File: src/hdl/qdsi_pkg.sv
/*
  Shared constants of the quad DAC serial interface: word layout, widths,
  reset values, pin order inside the synchroniser vector and link timing.
  Assumes a 100 MHz system clock on both ends of the link.

// Notes on behaviour
// - Output level equals 2*ref*code/1024, 10-bit code.
// - Power-up clears every latch to zero.
// - Host drives chip select low before transfer.
// - Frame sync falling starts shift, MSB first.
// - Latch word after sixteen bits or frame rise.
// - Chip select lets several devices share port.
// - Single device may hold chip select low.
// - Host without frame sync toggles it by software.
// - Eight-bit hosts send two bytes per frame.
// - Refresh output on rising clock after sixteenth.
// - Bits 15..12 control, 11..0 value field.
// - Code is bits 11..2, bits 1..0 ignored.
// - Bit 12 one fast, zero slow settling.
// - Bit 13 one powers down all amplifiers.
// - Bits 15..14 address channel A to D.
// - Latch-update low pulse updates all outputs together.
// - Power-down pin high keeps converters enabled.
// - Host waits for word end before next.
// - Host pulses frame sync before every word.
*/
package qdsi_pkg;
    localparam int WORD_BITS    = 16;
    localparam int CODE_BITS    = 10;
    localparam int NUM_CH       = 4;
    localparam int CH_BITS      = 2;
    localparam int ENTRY_BITS   = CODE_BITS + 1;
    localparam int ADDR_MSB_POS = 15;
    localparam int ADDR_LSB_POS = 14;
    localparam int PWR_POS      = 13;
    localparam int SPD_POS      = 12;
    localparam int CODE_MSB_POS = 11;
    localparam int CODE_LSB_POS = 2;
    localparam int CNT_BITS     = 5;
    localparam logic [CNT_BITS-1:0] LAST_BIT  = 5'h0F;
    localparam logic [CNT_BITS-1:0] BYTE_LAST = 5'h07;
    localparam logic [CNT_BITS-1:0] CNT_RST   = 5'h00;
    localparam logic [ENTRY_BITS-1:0] ENTRY_RST = 11'h000;
    localparam logic [WORD_BITS-1:0]  WORD_RST  = 16'h0000;
    // Pin order inside the synchroniser vector.
    localparam int PIN_BITS = 6;
    localparam int PIN_SCLK = 5;
    localparam int PIN_FS   = 4;
    localparam int PIN_SDAT = 3;
    localparam int PIN_CSN  = 2;
    localparam int PIN_LDN  = 1;
    localparam int PIN_PDN  = 0;
    // Idle levels: clock low, frame sync high, strobes inactive high.
    localparam logic [PIN_BITS-1:0] PINS_IDLE = 6'h17;
    // Link timing.
    localparam int SYS_CLK_MHZ  = 100;
    localparam int SCLK_HALF_NS = 80;
    localparam int BYTE_GAP_NS  = 160;
    localparam int LATCH_UPDATE_N_LOW_NS  = 80;
    localparam int SCLK_HALF_CYC = (SCLK_HALF_NS * SYS_CLK_MHZ + 999) / 1000;
    localparam int BYTE_GAP_CYC  = (BYTE_GAP_NS * SYS_CLK_MHZ + 999) / 1000;
    localparam int LATCH_UPDATE_N_LOW_CYC  = (LATCH_UPDATE_N_LOW_NS * SYS_CLK_MHZ + 999) / 1000;
    localparam int TMR_BITS = 8;
    localparam logic [TMR_BITS-1:0] HALF_LOAD = 8'(SCLK_HALF_CYC - 1);
    localparam logic [TMR_BITS-1:0] GAP_LOAD  = 8'(BYTE_GAP_CYC - 1);
    localparam logic [TMR_BITS-1:0] LATCH_UPDATE_N_LOAD = 8'(LATCH_UPDATE_N_LOW_CYC - 1);
    localparam logic [TMR_BITS-1:0] TMR_RST   = 8'h00;
endpackage

File: src/hdl/qdsi_link_if.sv
/*
  Serial link between the host port and the quad DAC: clock, frame sync,
  data, chip select, latch update and hardware power-down.
  Assumes the host drives every wire; the device only listens.
*/
`timescale 1ns/1ps
`default_nettype none
interface qdsi_link_if;
    logic sclk;
    logic frame_sync;
    logic sdata;
    logic cs_n;
    logic latch_update_n;
    logic hw_power_down_n;

    modport dev_mp (
        input sclk,
        input frame_sync,
        input sdata,
        input cs_n,
        input latch_update_n,
        input hw_power_down_n
    );

    modport host_mp (
        output sclk,
        output frame_sync,
        output sdata,
        output cs_n,
        output latch_update_n,
        output hw_power_down_n
    );
endinterface
`default_nettype wire

File: src/hdl/qdsi_dac_end.sv
/*
  Device end of the quad DAC serial link: synchronises the link pins,
  shifts the 16-bit word, decodes it into channel latches and updates
  the channel outputs.
  Assumes every link pin is asynchronous to clk_sys_in and that the link
  clock is slow enough to be seen high and low for at least two cycles.
*/
`timescale 1ns/1ps
`default_nettype none
module qdsi_dac_end (
    input  wire logic                    clk_sys_in,
    input  wire logic                    nrst_in,
    input  wire logic                    ce_in,
    qdsi_link_if.dev_mp                  link,
    output logic [qdsi_pkg::NUM_CH-1:0][qdsi_pkg::CODE_BITS-1:0] dac_code_out,
    output logic [qdsi_pkg::NUM_CH-1:0]  fast_mode_out,
    output logic                         amps_on_out,
    output logic                         busy_out,
    output logic                         word_strobe_out
);

    // Synchroniser stages and the previous synchronised sample.
    logic [qdsi_pkg::PIN_BITS-1:0]   pins_raw;
    logic [qdsi_pkg::PIN_BITS-1:0]   sync1_ff;
    logic [qdsi_pkg::PIN_BITS-1:0]   sync2_ff;
    logic [qdsi_pkg::PIN_BITS-1:0]   prev_ff;

    // Shift engine.
    logic                            active_ff;
    logic [qdsi_pkg::CNT_BITS-1:0]   cnt_ff;
    logic [qdsi_pkg::WORD_BITS-1:0]  shift_ff;
    logic                            pend_ff;
    logic [qdsi_pkg::CH_BITS-1:0]    pend_ch_ff;

    // Channel latches: fast bit above the code.
    logic [qdsi_pkg::NUM_CH-1:0][qdsi_pkg::ENTRY_BITS-1:0] in_ff;
    logic [qdsi_pkg::NUM_CH-1:0][qdsi_pkg::ENTRY_BITS-1:0] out_ff;
    logic                            soft_pd_ff;
    logic                            amps_on_ff;
    logic                            strobe_ff;

    // Decoded pin levels and edges.
    logic                            sclk_now;
    logic                            sclk_was;
    logic                            fs_now;
    logic                            fs_was;
    logic                            sdata_now;
    logic                            selected;
    logic                            ldn_now;
    logic                            ldn_was;
    logic                            pdn_now;
    logic                            sclk_fall;
    logic                            sclk_rise;
    logic                            fs_fall;
    logic                            fs_rise;
    logic                            latch_update_n_fall;

    // Transfer decode.
    logic [qdsi_pkg::WORD_BITS-1:0]  shift_in;
    logic                            take_bit;
    logic                            last_bit;
    logic                            early_end;
    logic                            xfer;
    logic                            late_refresh;
    logic [qdsi_pkg::WORD_BITS-1:0]  xfer_word;
    logic [qdsi_pkg::CH_BITS-1:0]    xfer_ch;
    logic [qdsi_pkg::CODE_BITS-1:0]  xfer_code;
    logic                            xfer_fast;
    logic                            xfer_pwr;
    logic [qdsi_pkg::ENTRY_BITS-1:0] xfer_entry;
    logic [qdsi_pkg::NUM_CH-1:0]     in_hit;
    logic [qdsi_pkg::NUM_CH-1:0]     out_new;
    logic [qdsi_pkg::NUM_CH-1:0]     out_copy;

    assign pins_raw = {link.sclk, link.frame_sync, link.sdata,
                       link.cs_n, link.latch_update_n,
                       link.hw_power_down_n};

    assign sclk_now  = sync2_ff[qdsi_pkg::PIN_SCLK];
    assign sclk_was  = prev_ff[qdsi_pkg::PIN_SCLK];
    assign fs_now    = sync2_ff[qdsi_pkg::PIN_FS];
    assign fs_was    = prev_ff[qdsi_pkg::PIN_FS];
    assign sdata_now = sync2_ff[qdsi_pkg::PIN_SDAT];
    assign ldn_now   = sync2_ff[qdsi_pkg::PIN_LDN];
    assign ldn_was   = prev_ff[qdsi_pkg::PIN_LDN];
    assign pdn_now   = sync2_ff[qdsi_pkg::PIN_PDN];

    // Only a selected device sees clock and frame sync edges.
    assign selected  = ~sync2_ff[qdsi_pkg::PIN_CSN];
    assign sclk_fall = selected & sclk_was & ~sclk_now;
    assign sclk_rise = selected & ~sclk_was & sclk_now;
    assign fs_fall   = selected & fs_was & ~fs_now;
    assign fs_rise   = selected & ~fs_was & fs_now;
    assign latch_update_n_fall = ldn_was & ~ldn_now;

    // A new bit enters at the bottom, so the first bit ends up on top.
    assign shift_in  = {shift_ff[qdsi_pkg::WORD_BITS-2:0],
                        sdata_now};
    assign take_bit  = active_ff & sclk_fall & ~fs_fall;
    assign last_bit  = take_bit & (cnt_ff == qdsi_pkg::LAST_BIT);
    assign early_end = active_ff & fs_rise & ~take_bit;
    assign xfer      = last_bit | early_end;
    // Frame sync rising stands in for the rising clock edge.
    assign late_refresh = pend_ff & (sclk_rise | fs_rise);

    assign xfer_word = last_bit ? shift_in : shift_ff;
    // Top four bits are control, the rest the value field.
    assign xfer_ch   = xfer_word[qdsi_pkg::ADDR_MSB_POS:
                                 qdsi_pkg::ADDR_LSB_POS];
    assign xfer_pwr  = xfer_word[qdsi_pkg::PWR_POS];
    assign xfer_fast = xfer_word[qdsi_pkg::SPD_POS];
    // The two lowest bits of the value field carry nothing.
    assign xfer_code = xfer_word[qdsi_pkg::CODE_MSB_POS:
                                 qdsi_pkg::CODE_LSB_POS];
    assign xfer_entry = {xfer_fast, xfer_code};

    for (genvar ch = 0; ch < qdsi_pkg::NUM_CH; ch++) begin : g_ch
        assign in_hit[ch]   = xfer & (xfer_ch == qdsi_pkg::CH_BITS'(ch));
        assign out_new[ch]  = early_end
                            & (xfer_ch == qdsi_pkg::CH_BITS'(ch));
        assign out_copy[ch] = latch_update_n_fall
                            | (late_refresh
                               & (pend_ch_ff == qdsi_pkg::CH_BITS'(ch)));
    end

    always_ff @(posedge clk_sys_in or negedge nrst_in) begin
        if (!nrst_in) begin
            sync1_ff <= qdsi_pkg::PINS_IDLE;
            sync2_ff <= qdsi_pkg::PINS_IDLE;
            prev_ff  <= qdsi_pkg::PINS_IDLE;
        end else if (ce_in) begin
            sync1_ff <= pins_raw;
            sync2_ff <= sync1_ff;
            prev_ff  <= sync2_ff;
        end
    end

    // Shift engine: a new frame always restarts the count.
    always_ff @(posedge clk_sys_in or negedge nrst_in) begin
        if (!nrst_in) begin
            active_ff <= 1'b0;
            cnt_ff    <= qdsi_pkg::CNT_RST;
            shift_ff  <= qdsi_pkg::WORD_RST;
        end else if (ce_in) begin
            if (fs_fall) begin
                active_ff <= 1'b1;
                cnt_ff    <= qdsi_pkg::CNT_RST;
            end else if (take_bit) begin
                shift_ff  <= shift_in;
                cnt_ff    <= cnt_ff + 5'h01;
                active_ff <= ~last_bit;
            end else if (early_end) begin
                active_ff <= 1'b0;
            end
        end
    end

    // The rising edge after the sixteenth bit is still to come.
    always_ff @(posedge clk_sys_in or negedge nrst_in) begin
        if (!nrst_in) begin
            pend_ff    <= 1'b0;
            pend_ch_ff <= 2'h0;
        end else if (ce_in) begin
            if (last_bit) begin
                pend_ff    <= 1'b1;
                pend_ch_ff <= xfer_ch;
            end else if (late_refresh) begin
                pend_ff    <= 1'b0;
            end
        end
    end

    // An early frame end loads and shows the word at once; a latch-update
    // pulse copies every input latch out in the same cycle.
    always_ff @(posedge clk_sys_in or negedge nrst_in) begin
        if (!nrst_in) begin
            for (int ch = 0; ch < qdsi_pkg::NUM_CH; ch++) begin
                in_ff[ch]  <= qdsi_pkg::ENTRY_RST;
                out_ff[ch] <= qdsi_pkg::ENTRY_RST;
            end
        end else if (ce_in) begin
            for (int ch = 0; ch < qdsi_pkg::NUM_CH; ch++) begin
                if (in_hit[ch]) begin
                    in_ff[ch] <= xfer_entry;
                end
                if (out_new[ch]) begin
                    out_ff[ch] <= xfer_entry;
                end else if (out_copy[ch]) begin
                    out_ff[ch] <= in_ff[ch];
                end
            end
        end
    end

    always_ff @(posedge clk_sys_in or negedge nrst_in) begin
        if (!nrst_in) begin
            soft_pd_ff <= 1'b0;
            amps_on_ff <= 1'b0;
            strobe_ff  <= 1'b0;
        end else if (ce_in) begin
            if (xfer) begin
                soft_pd_ff <= xfer_pwr;
            end
            amps_on_ff <= pdn_now & ~soft_pd_ff;
            strobe_ff  <= xfer;
        end
    end

    // The code drives a string DAC whose level is 2*ref*code/1024.
    for (genvar ch = 0; ch < qdsi_pkg::NUM_CH; ch++) begin : g_out
        assign dac_code_out[ch]  =
            out_ff[ch][qdsi_pkg::CODE_BITS-1:0];
        assign fast_mode_out[ch] = out_ff[ch][qdsi_pkg::CODE_BITS];
    end

    assign amps_on_out     = amps_on_ff;
    assign busy_out        = active_ff;
    assign word_strobe_out = strobe_ff;

endmodule
`default_nettype wire

File: src/flat_wrapper.sv
// flat-port wrapper written by rule: the top's interface ports become plain ports
module qdsi_dac_end_flat 
  (clk_sys_in, nrst_in, ce_in, dac_code_out, fast_mode_out, amps_on_out, busy_out, word_strobe_out, link_sclk, link_frame_sync, link_sdata, link_cs_n, link_latch_update_n, link_hw_power_down_n);
  qdsi_link_if link_i ();
  input  wire logic clk_sys_in;
  input  wire logic nrst_in;
  input  wire logic ce_in;
  output logic [qdsi_pkg::NUM_CH-1:0][qdsi_pkg::CODE_BITS-1:0] dac_code_out;
  output logic [qdsi_pkg::NUM_CH-1:0] fast_mode_out;
  output logic amps_on_out;
  output logic busy_out;
  output logic word_strobe_out;
  input wire logic [$bits(link_i.sclk)-1:0] link_sclk;
  input wire logic [$bits(link_i.frame_sync)-1:0] link_frame_sync;
  input wire logic [$bits(link_i.sdata)-1:0] link_sdata;
  input wire logic [$bits(link_i.cs_n)-1:0] link_cs_n;
  input wire logic [$bits(link_i.latch_update_n)-1:0] link_latch_update_n;
  input wire logic [$bits(link_i.hw_power_down_n)-1:0] link_hw_power_down_n;
  assign link_i.sclk = link_sclk;
  assign link_i.frame_sync = link_frame_sync;
  assign link_i.sdata = link_sdata;
  assign link_i.cs_n = link_cs_n;
  assign link_i.latch_update_n = link_latch_update_n;
  assign link_i.hw_power_down_n = link_hw_power_down_n;
  qdsi_dac_end u_core (.clk_sys_in(clk_sys_in), .nrst_in(nrst_in), .ce_in(ce_in), .link(link_i), .dac_code_out(dac_code_out), .fast_mode_out(fast_mode_out), .amps_on_out(amps_on_out), .busy_out(busy_out), .word_strobe_out(word_strobe_out));
endmodule
File: config.mk
export PLATFORM = sky130hd
export DESIGN_NAME = qdsi_dac_end_flat
export DESIGN_NICKNAME = d
export VERILOG_FILES = /design/src/hdl/qdsi_pkg.sv /design/src/hdl/qdsi_link_if.sv /design/src/hdl/qdsi_dac_end.sv /design/src/flat_wrapper.sv
export SDC_FILE = /design/constraint.sdc
export NUM_CORES = 1
export LEC_CHECK = 0
export BUFFER_PORTS_ARGS = -buffer_cell sky130_fd_sc_hd__clkbuf_2
export CORE_MARGIN = 2
export CORE_UTILIZATION = 50
export DETAILED_ROUTE_END_ITERATION = 16
export GPL_TIMING_DRIVEN = 0
export MAX_ROUTING_LAYER = met4
export PLACE_DENSITY = 0.69
export SLEW_MARGIN = 20
export SYNTH_ARGS = -nofsm -noshare
export SYNTH_HDL_FRONTEND = slang
export SYNTH_SLANG_ARGS = --single-unit
File: constraint.sdc
create_clock -name clk_sys_in -period 4.86 [get_ports clk_sys_in]
set_input_delay 0.243 -clock clk_sys_in [delete_from_list [all_inputs] [get_ports clk_sys_in]]
set_output_delay 0.243 -clock clk_sys_in [all_outputs]
set_load 0.01 [all_outputs]
; ---- Word-level counts from Yosys, hierarchy flattened
; Cells that the tools add are included.
; W data, S select, Z words.
[op_classes]
addsub = 1
n_mux = 16
bitwise_logic = 44
reduce_logical = 23
eq_ne = 7
[ops]
columns = op, count
row1 = $mux W11, 8
row2 = $and A1 B1 Y1, 28
row3 = $reduce_and A2 Y1, 13
row4 = $mux W16, 1
row5 = $reduce_bool A2 Y1, 6
row6 = $mux W5, 2
row7 = $not A1 Y1, 10
row8 = $eq A2 B2 Y1 const B, 4
row9 = $or A1 B1 Y1, 6
row10 = $add A5 B1 Y5 const B, 1
row11 = $eq A5 B4 Y1 const B, 1
row12 = $mux W1, 5
row13 = $eq A2 B1 Y1 const B, 2
row14 = $logic_not A2 Y1, 2
row15 = $reduce_and A3 Y1, 1
row16 = $reduce_bool A3 Y1, 1
[totals]
ff_bits = 134

; ---- Longest topological paths before layout
; Gate-level depths: netlist of run 1.
[depth]
ltp_word = 11
ltp_mapped = 9
ltp_nobuf = 8

; ---- Least setup slack after synthesis of run 1
; Ideal clock, no wire load.
[synth_timing]
kind = register to register
from = register u_core.cnt_ff[0] (netlist name)
to = register u_core.out_ff (netlist bit u_core.dac_code_out[33])
stages_incl_launch_ff = 9
setup_slack_ps = 2711
arrival_time_ps = 2025
cell_sequence = dfrtp_1 ha_1 and3_1 ha_1 nand3_4 buf_8 mux2i_4 nor3_1 a211o_1
[synth_via]
elab_chain_len = 7
word_cells_on_any_way = 8
classes_between = eq/ne (2) / mux (2) / bitwise (2) / reduce/logical (2)
[synth_rtl]
columns = item, line_no
row1 = start: declaration, qdsi_dac_end.sv:30  ; logic [qdsi_pkg::CNT_BITS-1:0] cnt_ff;
row2 = start signal: assignment, qdsi_dac_end.sv:142  ; cnt_ff <= qdsi_pkg::CNT_RST;
row3 = start signal: assignment, qdsi_dac_end.sv:147  ; cnt_ff <= qdsi_pkg::CNT_RST;
row4 = start signal: assignment, qdsi_dac_end.sv:150  ; cnt_ff <= cnt_ff + 5'h01;
row5 = $eq A5 B4 Y1 *, qdsi_dac_end.sv:100  ; assign last_bit = take_bit & (cnt_ff == qdsi_pkg::LAST_BIT);
row6 = $and A1 B1 Y1 *, qdsi_dac_end.sv:100
row7 = $mux W16 *, qdsi_dac_end.sv:106  ; assign xfer_word = last_bit ? shift_in : shift_ff;
row8 = $eq A2 B2 Y1, qdsi_dac_end.sv:120  ; & (xfer_ch == qdsi_pkg::CH_BITS'(ch));
row9 = $and A1 B1 Y1, qdsi_dac_end.sv:120
row10 = $reduce_bool A2 Y1 (no line), -
row11 = $reduce_and A2 Y1 (no line), -
row12 = end signal: indexed assignment, qdsi_dac_end.sv:179  ; out_ff[ch] <= qdsi_pkg::ENTRY_RST;
row13 = end signal: indexed assignment, qdsi_dac_end.sv:187  ; out_ff[ch] <= xfer_entry;
row14 = end signal: indexed assignment, qdsi_dac_end.sv:189  ; out_ff[ch] <= in_ff[ch];
row15 = end: declaration, qdsi_dac_end.sv:37  ; logic [qdsi_pkg::NUM_CH-1:0][qdsi_pkg::ENTRY_BITS-1:0] out_ff;
; Mark *: on every way between the ends. The rest lies on a longest branch, timed or not.
; A chain may end at the register's enable or synchronous reset.

; ---- Worst setup path after layout of run 1
[layout_timing]
from = register u_core.cnt_ff[0] (netlist name)
to = register u_core.out_ff (netlist bit u_core.dac_code_out[1])
[layout_via]
elab_chain_len = 7
word_cells_on_any_way = 8
classes_between = eq/ne (1) / mux (2) / bitwise (2) / reduce/logical (3)
[layout_rtl]
columns = item, line_no
row1 = $eq A5 B4 Y1 *, qdsi_dac_end.sv:100
row2 = $and A1 B1 Y1 *, qdsi_dac_end.sv:100
row3 = $mux W16 *, qdsi_dac_end.sv:106
row4 = $logic_not A2 Y1, qdsi_dac_end.sv:120
row5 = $and A1 B1 Y1, qdsi_dac_end.sv:120
row6 = $reduce_bool A2 Y1 (no line), -
row7 = $reduce_and A2 Y1 (no line), -
; Marked as above.

==> flow_summary.yaml, run 1 <==
sta:
  finalMaxSlewViolations: 0
  period_share_pct: 57.6
  hold_viol_final: 0
  slew_headroom_pct: 26.9
  tightest_slew_ps: 1070
  rsz0062_at_grt: "no"
  worst_clock_skew_ps: 8.11
  setup_viol: 0
  tns_ps: 0
  finalCriticalPeriod_ps: 2800
  max_freq_mhz: 357
die:
  die_area_sq_mm: 0.0127
  fp.coreArea_sq_mm: 0.0115
  die_w_um: 113
  rows: 39
  io_pins: 56
  die_h_um: 113
  start_util_pct: 51.4
layout:
  final_cells: 773
  final_common_cell: "dfrtp_1"
  layout.cells.most_common_list: "dfrtp_1, nand2_1, clkbuf_2"
  antennaDiodeCount: 0
  drive_gt1_share_pct: 21.9
  syn_to_final_growth_pct: 16.9
  final_nets: 629
global_route:
  gr-total-overflow: 0
  track_usage_pct: 25.0
  antenna_found_initial: 0
  grt_max_degree: 86
  grt_pass1_vias: 4524
  grt_pass1_wl_um: 23700
clocking:
  cts_root_buf: "clkbuf_16"
  postCtsSetupBuffers: 0
  clock_sinks: 131
  cts_tree: "done"
  cts_buffers: 17
  cts.path.max_buffers: 2
  htreeDepth: 4
  path_clk_slew_ps: 50
  worstSkewPairLatency_ps: 420
  cts_resized: 0
detailed_routing:
  antenna_left: 0
  dr.pass1.iters: 5
  drt_wl_total_um: 14400
  wl_per_cell_um: 18.7
  drt_iter0_markers: 372
  dr_total_vias: 4612
  via_per_inst: 5.97
  drcViolationCount: 0
job:
  cap_violations: 0
power:
  powerDensity_mw_per_mm2: 500
  peakVddDrop_uv: 292
  p_clk_share_pct: 31.8
  combinationalPowerShare_pct: 22.5
  p_seq_share_pct: 45.7
  p_int_mw: 2.39
  switching_share_pct: 30.8
  p_leak_nw: 3.09
  power_switching_mw: 1.06
setup_path:
  crit_fanout: 8
  cp-end-kind: "flip-flop"
  cp.required_ps: 5160
  start_kind: "flip-flop"
  worstPathArrival_ps: 3100
  crit_type: "flip-flop to flip-flop"
synth:
  ys_warn_count: 0
  async_flop_share_pct: 100
  synth_edf_count: 0
  synth_cell_type_count: 52
  synth_fp_nets: 553
  synth-seq-cells: 131
  synth_cells: 542
  synth_area_sq_mm: 0.00589
  synth_flop_cell: "dfrtp_1"
  ys_seq_area_share_pct: 55.9
  postSynthAreaPerCell_sq_um: 10.9
placed_design:
  gp_congestion: 0.861
  post-dp-hpwl_um: 9490
  placed_cells: 741
  portBuffers: 55
min_path:
  hold_class: "primary input to flip-flop"
run_status:
  outcome: "finished, final reports clean"
## layout make-up
| class | instances | area [sq um] |
|---|---|---|
| Timing Repair Buffer | 57 | 322 |
| Sequential cell | 131 | 3290 |
| Fill cell | 995 | 4580 |
| Clock buffer | 25 | 465 |
| Inverter | 8 | 30.0 |
| Tap cell | 143 | 179 |
| Clock inverter | 6 | 32.5 |
| Buffer | 39 | 169 |
| Multi-Input combinational cell | 364 | 2400 |
## cells by family (layout without fill, tap and decap cells)
kind of cell	count (synthesis)	in the layout	synth area share, %
AOI/OAI and AO/OA	154	154	19.2
buffers and inverters	47	135	3.38
adders and majority gates	2	2	0.425
DFF	131	131	55.9
and+or+nand+nor	181	181	14.6
muxes	27	27	6.54
## per-stage QoR
stage / cell area [sq um] / util [%] / power, mW / hold slack [ps] / setup slack (ps)
6_report: 6890 / 60.1 / 3.45 / 58.0 / 2060
3_5_place_dp: 6380 / 55.6 / 2.37 / 207 / 2120
2_1_floorplan: 5890 / - / 2.04 / -52.6 / 2710
4_1_cts: 6890 / 60.1 / 3.47 / 46.7 / 2100
3_3_place_gp: 6340 / 55.3 / 2.33 / 431 / 1570
5_1_grt: 6890 / 60.1 / 3.63 / 65.2 / 1950
## path summary, 6_finish.rpt
path	start	endpoint	slack (ps)	cells after the start
worst max-delay path	u_core.cnt_ff[0]	u_core.dac_code_out[1]	2060	7
worst min-delay path	link_cs_n	u_core.sync1_ff[2]	60	2
worst max register to register	u_core.cnt_ff[0]	u_core.dac_code_out[1]	2060	7
worst min register to register	u_core.soft_pd_ff	u_core.amps_on_out	460	1
max in group asynchronous	nrst_in	u_core.prev_ff[1]	3780	3
min in group asynchronous	nrst_in	u_core.dac_code_out[8]	330	2
## power by group through the flow
stage / Sequential [mW] / Clock, mW / Combinational (mW)
6_report: 1.57 / 1.09 / 0.777
5_1_grt: 1.61 / 1.15 / 0.861
4_1_cts: 1.58 / 1.11 / 0.786
3_5_place_dp: 1.59 / 0 / 0.779
3_3_place_gp: 1.58 / 0 / 0.756
2_1_floorplan: 1.62 / 0 / 0.428
## worst max-delay path, cell delays in order, from the launching register on
cell and delay, ps:
dfrtp_1 400, ha_1 230, and3_1 190, ha_1 290
nand3_4 150, mux2i_1 890, o21ai_0 280, a22o_1 240
## layer usage
layer  wire length (um)  vias up  GRT usage [%]
li1                   -     2122              -
met3                883       28           5.62
met5                  0        -              -
met4                310        0           9.51
met1               6570     2323           34.0
met2               6660      139           36.9
## sequential cells by signal, summed over array words and instances (netlist names)
name,cells
u_core.fast_mode_out,4
u_core.word_strobe_out,1
u_core.sync1_ff,6
u_core.dac_code_out,40
u_core.cnt_ff,5
u_core.pend_ff,1
u_core.amps_on_out,1
u_core.busy_out,1
u_core.prev_ff,3
u_core.shift_ff,16
u_core.sync2_ff,6
u_core.in_ff,44
u_core.soft_pd_ff,1
u_core.pend_ch_ff,2
## what timing repair did
item	CTS	global route
setup endpoints to repair	0	0
hold buffers	1	0
hold endpoints to repair	37	0
## synthesized netlist by cell type (4+ instances only)
master,number,area [sq um]
a211o_1,11,96.3
nand4_1,4,25.0
mux2_2,16,180
dfrtp_1,121,3030
dfstp_2,10,263
a22o_1,12,105
o21ai_1,10,50.1
a2bb2oi_1,11,96.3
nor3_1,15,75.1
a21oi_2,9,78.8
and3_1,12,75.1
o211ai_1,12,90.1
nand3_1,15,75.1
nand2_1,87,327
a21oi_1,16,80.1
nor2_1,26,97.6
mux2i_4,7,158
o311ai_0,11,96.3
clkbuf_1,32,120
inv_1,8,30.0
nor2b_1,6,37.5
o21ai_0,32,160
nand2b_1,4,25.0
o2bb2ai_1,12,105
Power figures use the tool's default switching activity.
==> inputs of run 2 (changes only) <==
- clock period: 4.86 -> 2.65 ns (I/O delays scaled with it)
==> flow_summary.yaml, run 2 (same netlist as run 1, synthesis figures left out) <==
sta:
  finalCriticalPeriod_ps: 2520
  setup_viol: 0
  worst_clock_skew_ps: 7.09
  tightest_slew_ps: 770
  hold_viol_final: 0
  rsz0062_at_grt: "no"
  slew_headroom_pct: 47.7
  max_freq_mhz: 397
  tns_ps: 0
  finalMaxSlewViolations: 0
  holdWs_ps: 153
  period_share_pct: 95.1
power:
  powerDensity_mw_per_mm2: 911
  p_int_mw: 4.39
  p_clk_share_pct: 31.7
  switching_share_pct: 30.8
  p_seq_share_pct: 45.7
  peakVddDrop_uv: 537
  combinationalPowerShare_pct: 22.6
  power_switching_mw: 1.95
  p_leak_nw: 3.11
clocking:
  worstSkewPairLatency_ps: 420
  path_clk_slew_ps: 50
  cts.path.max_buffers: 2
  postCtsSetupBuffers: 0
  cts_tree: "done"
  cts_root_buf: "clkbuf_16"
  cts_buffers: 17
  htreeDepth: 4
  clock_sinks: 131
global_route:
  antenna_found_initial: 0
  grt_max_degree: 86
  grt_pass1_vias: 4551
  grt_pass1_wl_um: 23800
  track_usage_pct: 25.1
  gr-total-overflow: 0
layout:
  largest_reg_flops: 44
  antennaDiodeCount: 0
  design_area_sq_mm: 0.00696
  final_nets: 635
  fillerInstances: 989
  syn_to_final_growth_pct: 18.1
  final_cells: 779
  final_common_cell: "dfrtp_1"
  layout.cells.most_common_list: "dfrtp_1, nand2_1, clkbuf_2"
  drive_gt1_share_pct: 22.0
  top_register: "u_core.in_ff"
placed_design:
  dpl_cell_area_sq_mm: 0.00638
  portBuffers: 55
  gp_congestion: 0.861
  post-dp-hpwl_um: 9490
  placed_cells: 741
detailed_routing:
  via_per_inst: 5.89
  drcViolationCount: 0
  dr_total_vias: 4590
  antenna_left: 0
  drt_iter0_markers: 440
  dr.pass1.iters: 5
  wl_per_cell_um: 18.6
  drt_wl_total_um: 14500
die:
  rows: 39
  die_w_um: 113
  fp.coreArea_sq_mm: 0.0115
  die_area_sq_mm: 0.0127
  die_h_um: 113
  start_util_pct: 51.4
  io_pins: 56
job:
  cap_violations: 0
setup_path:
  worstPathArrival_ps: 2820
  cp-end-kind: "flip-flop"
  cp.required_ps: 2950
  start_kind: "flip-flop"
  crit_fanout: 10
  crit_type: "flip-flop to flip-flop"
run_status:
  outcome: "finished, final reports clean"
min_path:
  hold_class: "primary input to flip-flop"
-- run 2: final cells by class --
class / count / area, sq um / share of cell area [%]
inverter: 8 / 30.0 / 0.432
clock buffer: 25 / 465 / 6.69
sequential: 131 / 3290 / 47.3
buffer: 39 / 169 / 2.43
tap: 143 / 179 / 2.57
clock inverter: 6 / 32.5 / 0.468
timing repair buffer: 63 / 382 / 5.49
multi-input combinational: 364 / 2410 / 34.6
-- run 2: routing by layer --
| layer | up-vias | wire length [um] | part of all wire (%) | track usage, % |
|---|---|---|---|---|
| li1 | 2135 | - | - | - |
| met1 | 2285 | 6630 | 46 | 34.3 |
| met2 | 144 | 6650 | 46 | 37.0 |
| met3 | 26 | 901 | 6.2 | 5.62 |
| met4 | 0 | 288 | 2.0 | 9.51 |
| met5 | - | 0 | 0 | - |
-- run 2: path summary, 6_finish.rpt --
| check | cells past startpoint | slack, ps | start | end |
|---|---|---|---|---|
| max | 8 | 130 | u_core.cnt_ff[0] | u_core.dac_code_out[34] |
| min | 3 | 150 | ce_in | u_core.fast_mode_out[3] |
| max reg2reg | 8 | 130 | u_core.cnt_ff[0] | u_core.dac_code_out[34] |
| min reg2reg | 1 | 460 | u_core.soft_pd_ff | u_core.amps_on_out |
| max in group asynchronous | 3 | 1670 | nrst_in | u_core.prev_ff[1] |
| min in group asynchronous | 2 | 210 | nrst_in | u_core.dac_code_out[8] |
-- run 2: power by group through the flow --
| stage | combinational (mW) | clock, mW | sequential [mW] |
|---|---|---|---|
| floorplan | 0.785 | 0 | 2.96 |
| finish | 1.43 | 2.01 | 2.89 |
| global route | 1.59 | 2.12 | 2.96 |
| global placement | 1.39 | 0 | 2.89 |
| CTS | 1.45 | 2.03 | 2.90 |
| detailed placement | 1.43 | 0 | 2.92 |
-- run 2: worst max-delay path, cell delays in order, from the launching register on --
cell and delay, ps:
dfrtp_1 400, ha_1 240, and3_1 190, ha_1 290, nand3_4 160, buf_8 220
mux2i_4 510, nor3_1 100, a211o_1 290
-- run 2: repair_timing --
item | CTS | global route
setup endpoints to repair | 2 | 0
hold buffers | 7 | 0
resized for setup | 2 | 0
hold endpoints to repair | 52 | 0
-- run 2: metrics by stage --
stage	total power [mW]	setup slack (ps)	util, %
3_5_place_dp	4.35	-91.3	55.6
2_1_floorplan	3.75	501	-
6_report	6.34	131	60.7
4_1_cts	6.38	155	60.7
5_1_grt	6.67	4.29	60.7
3_3_place_gp	4.28	-525	55.3
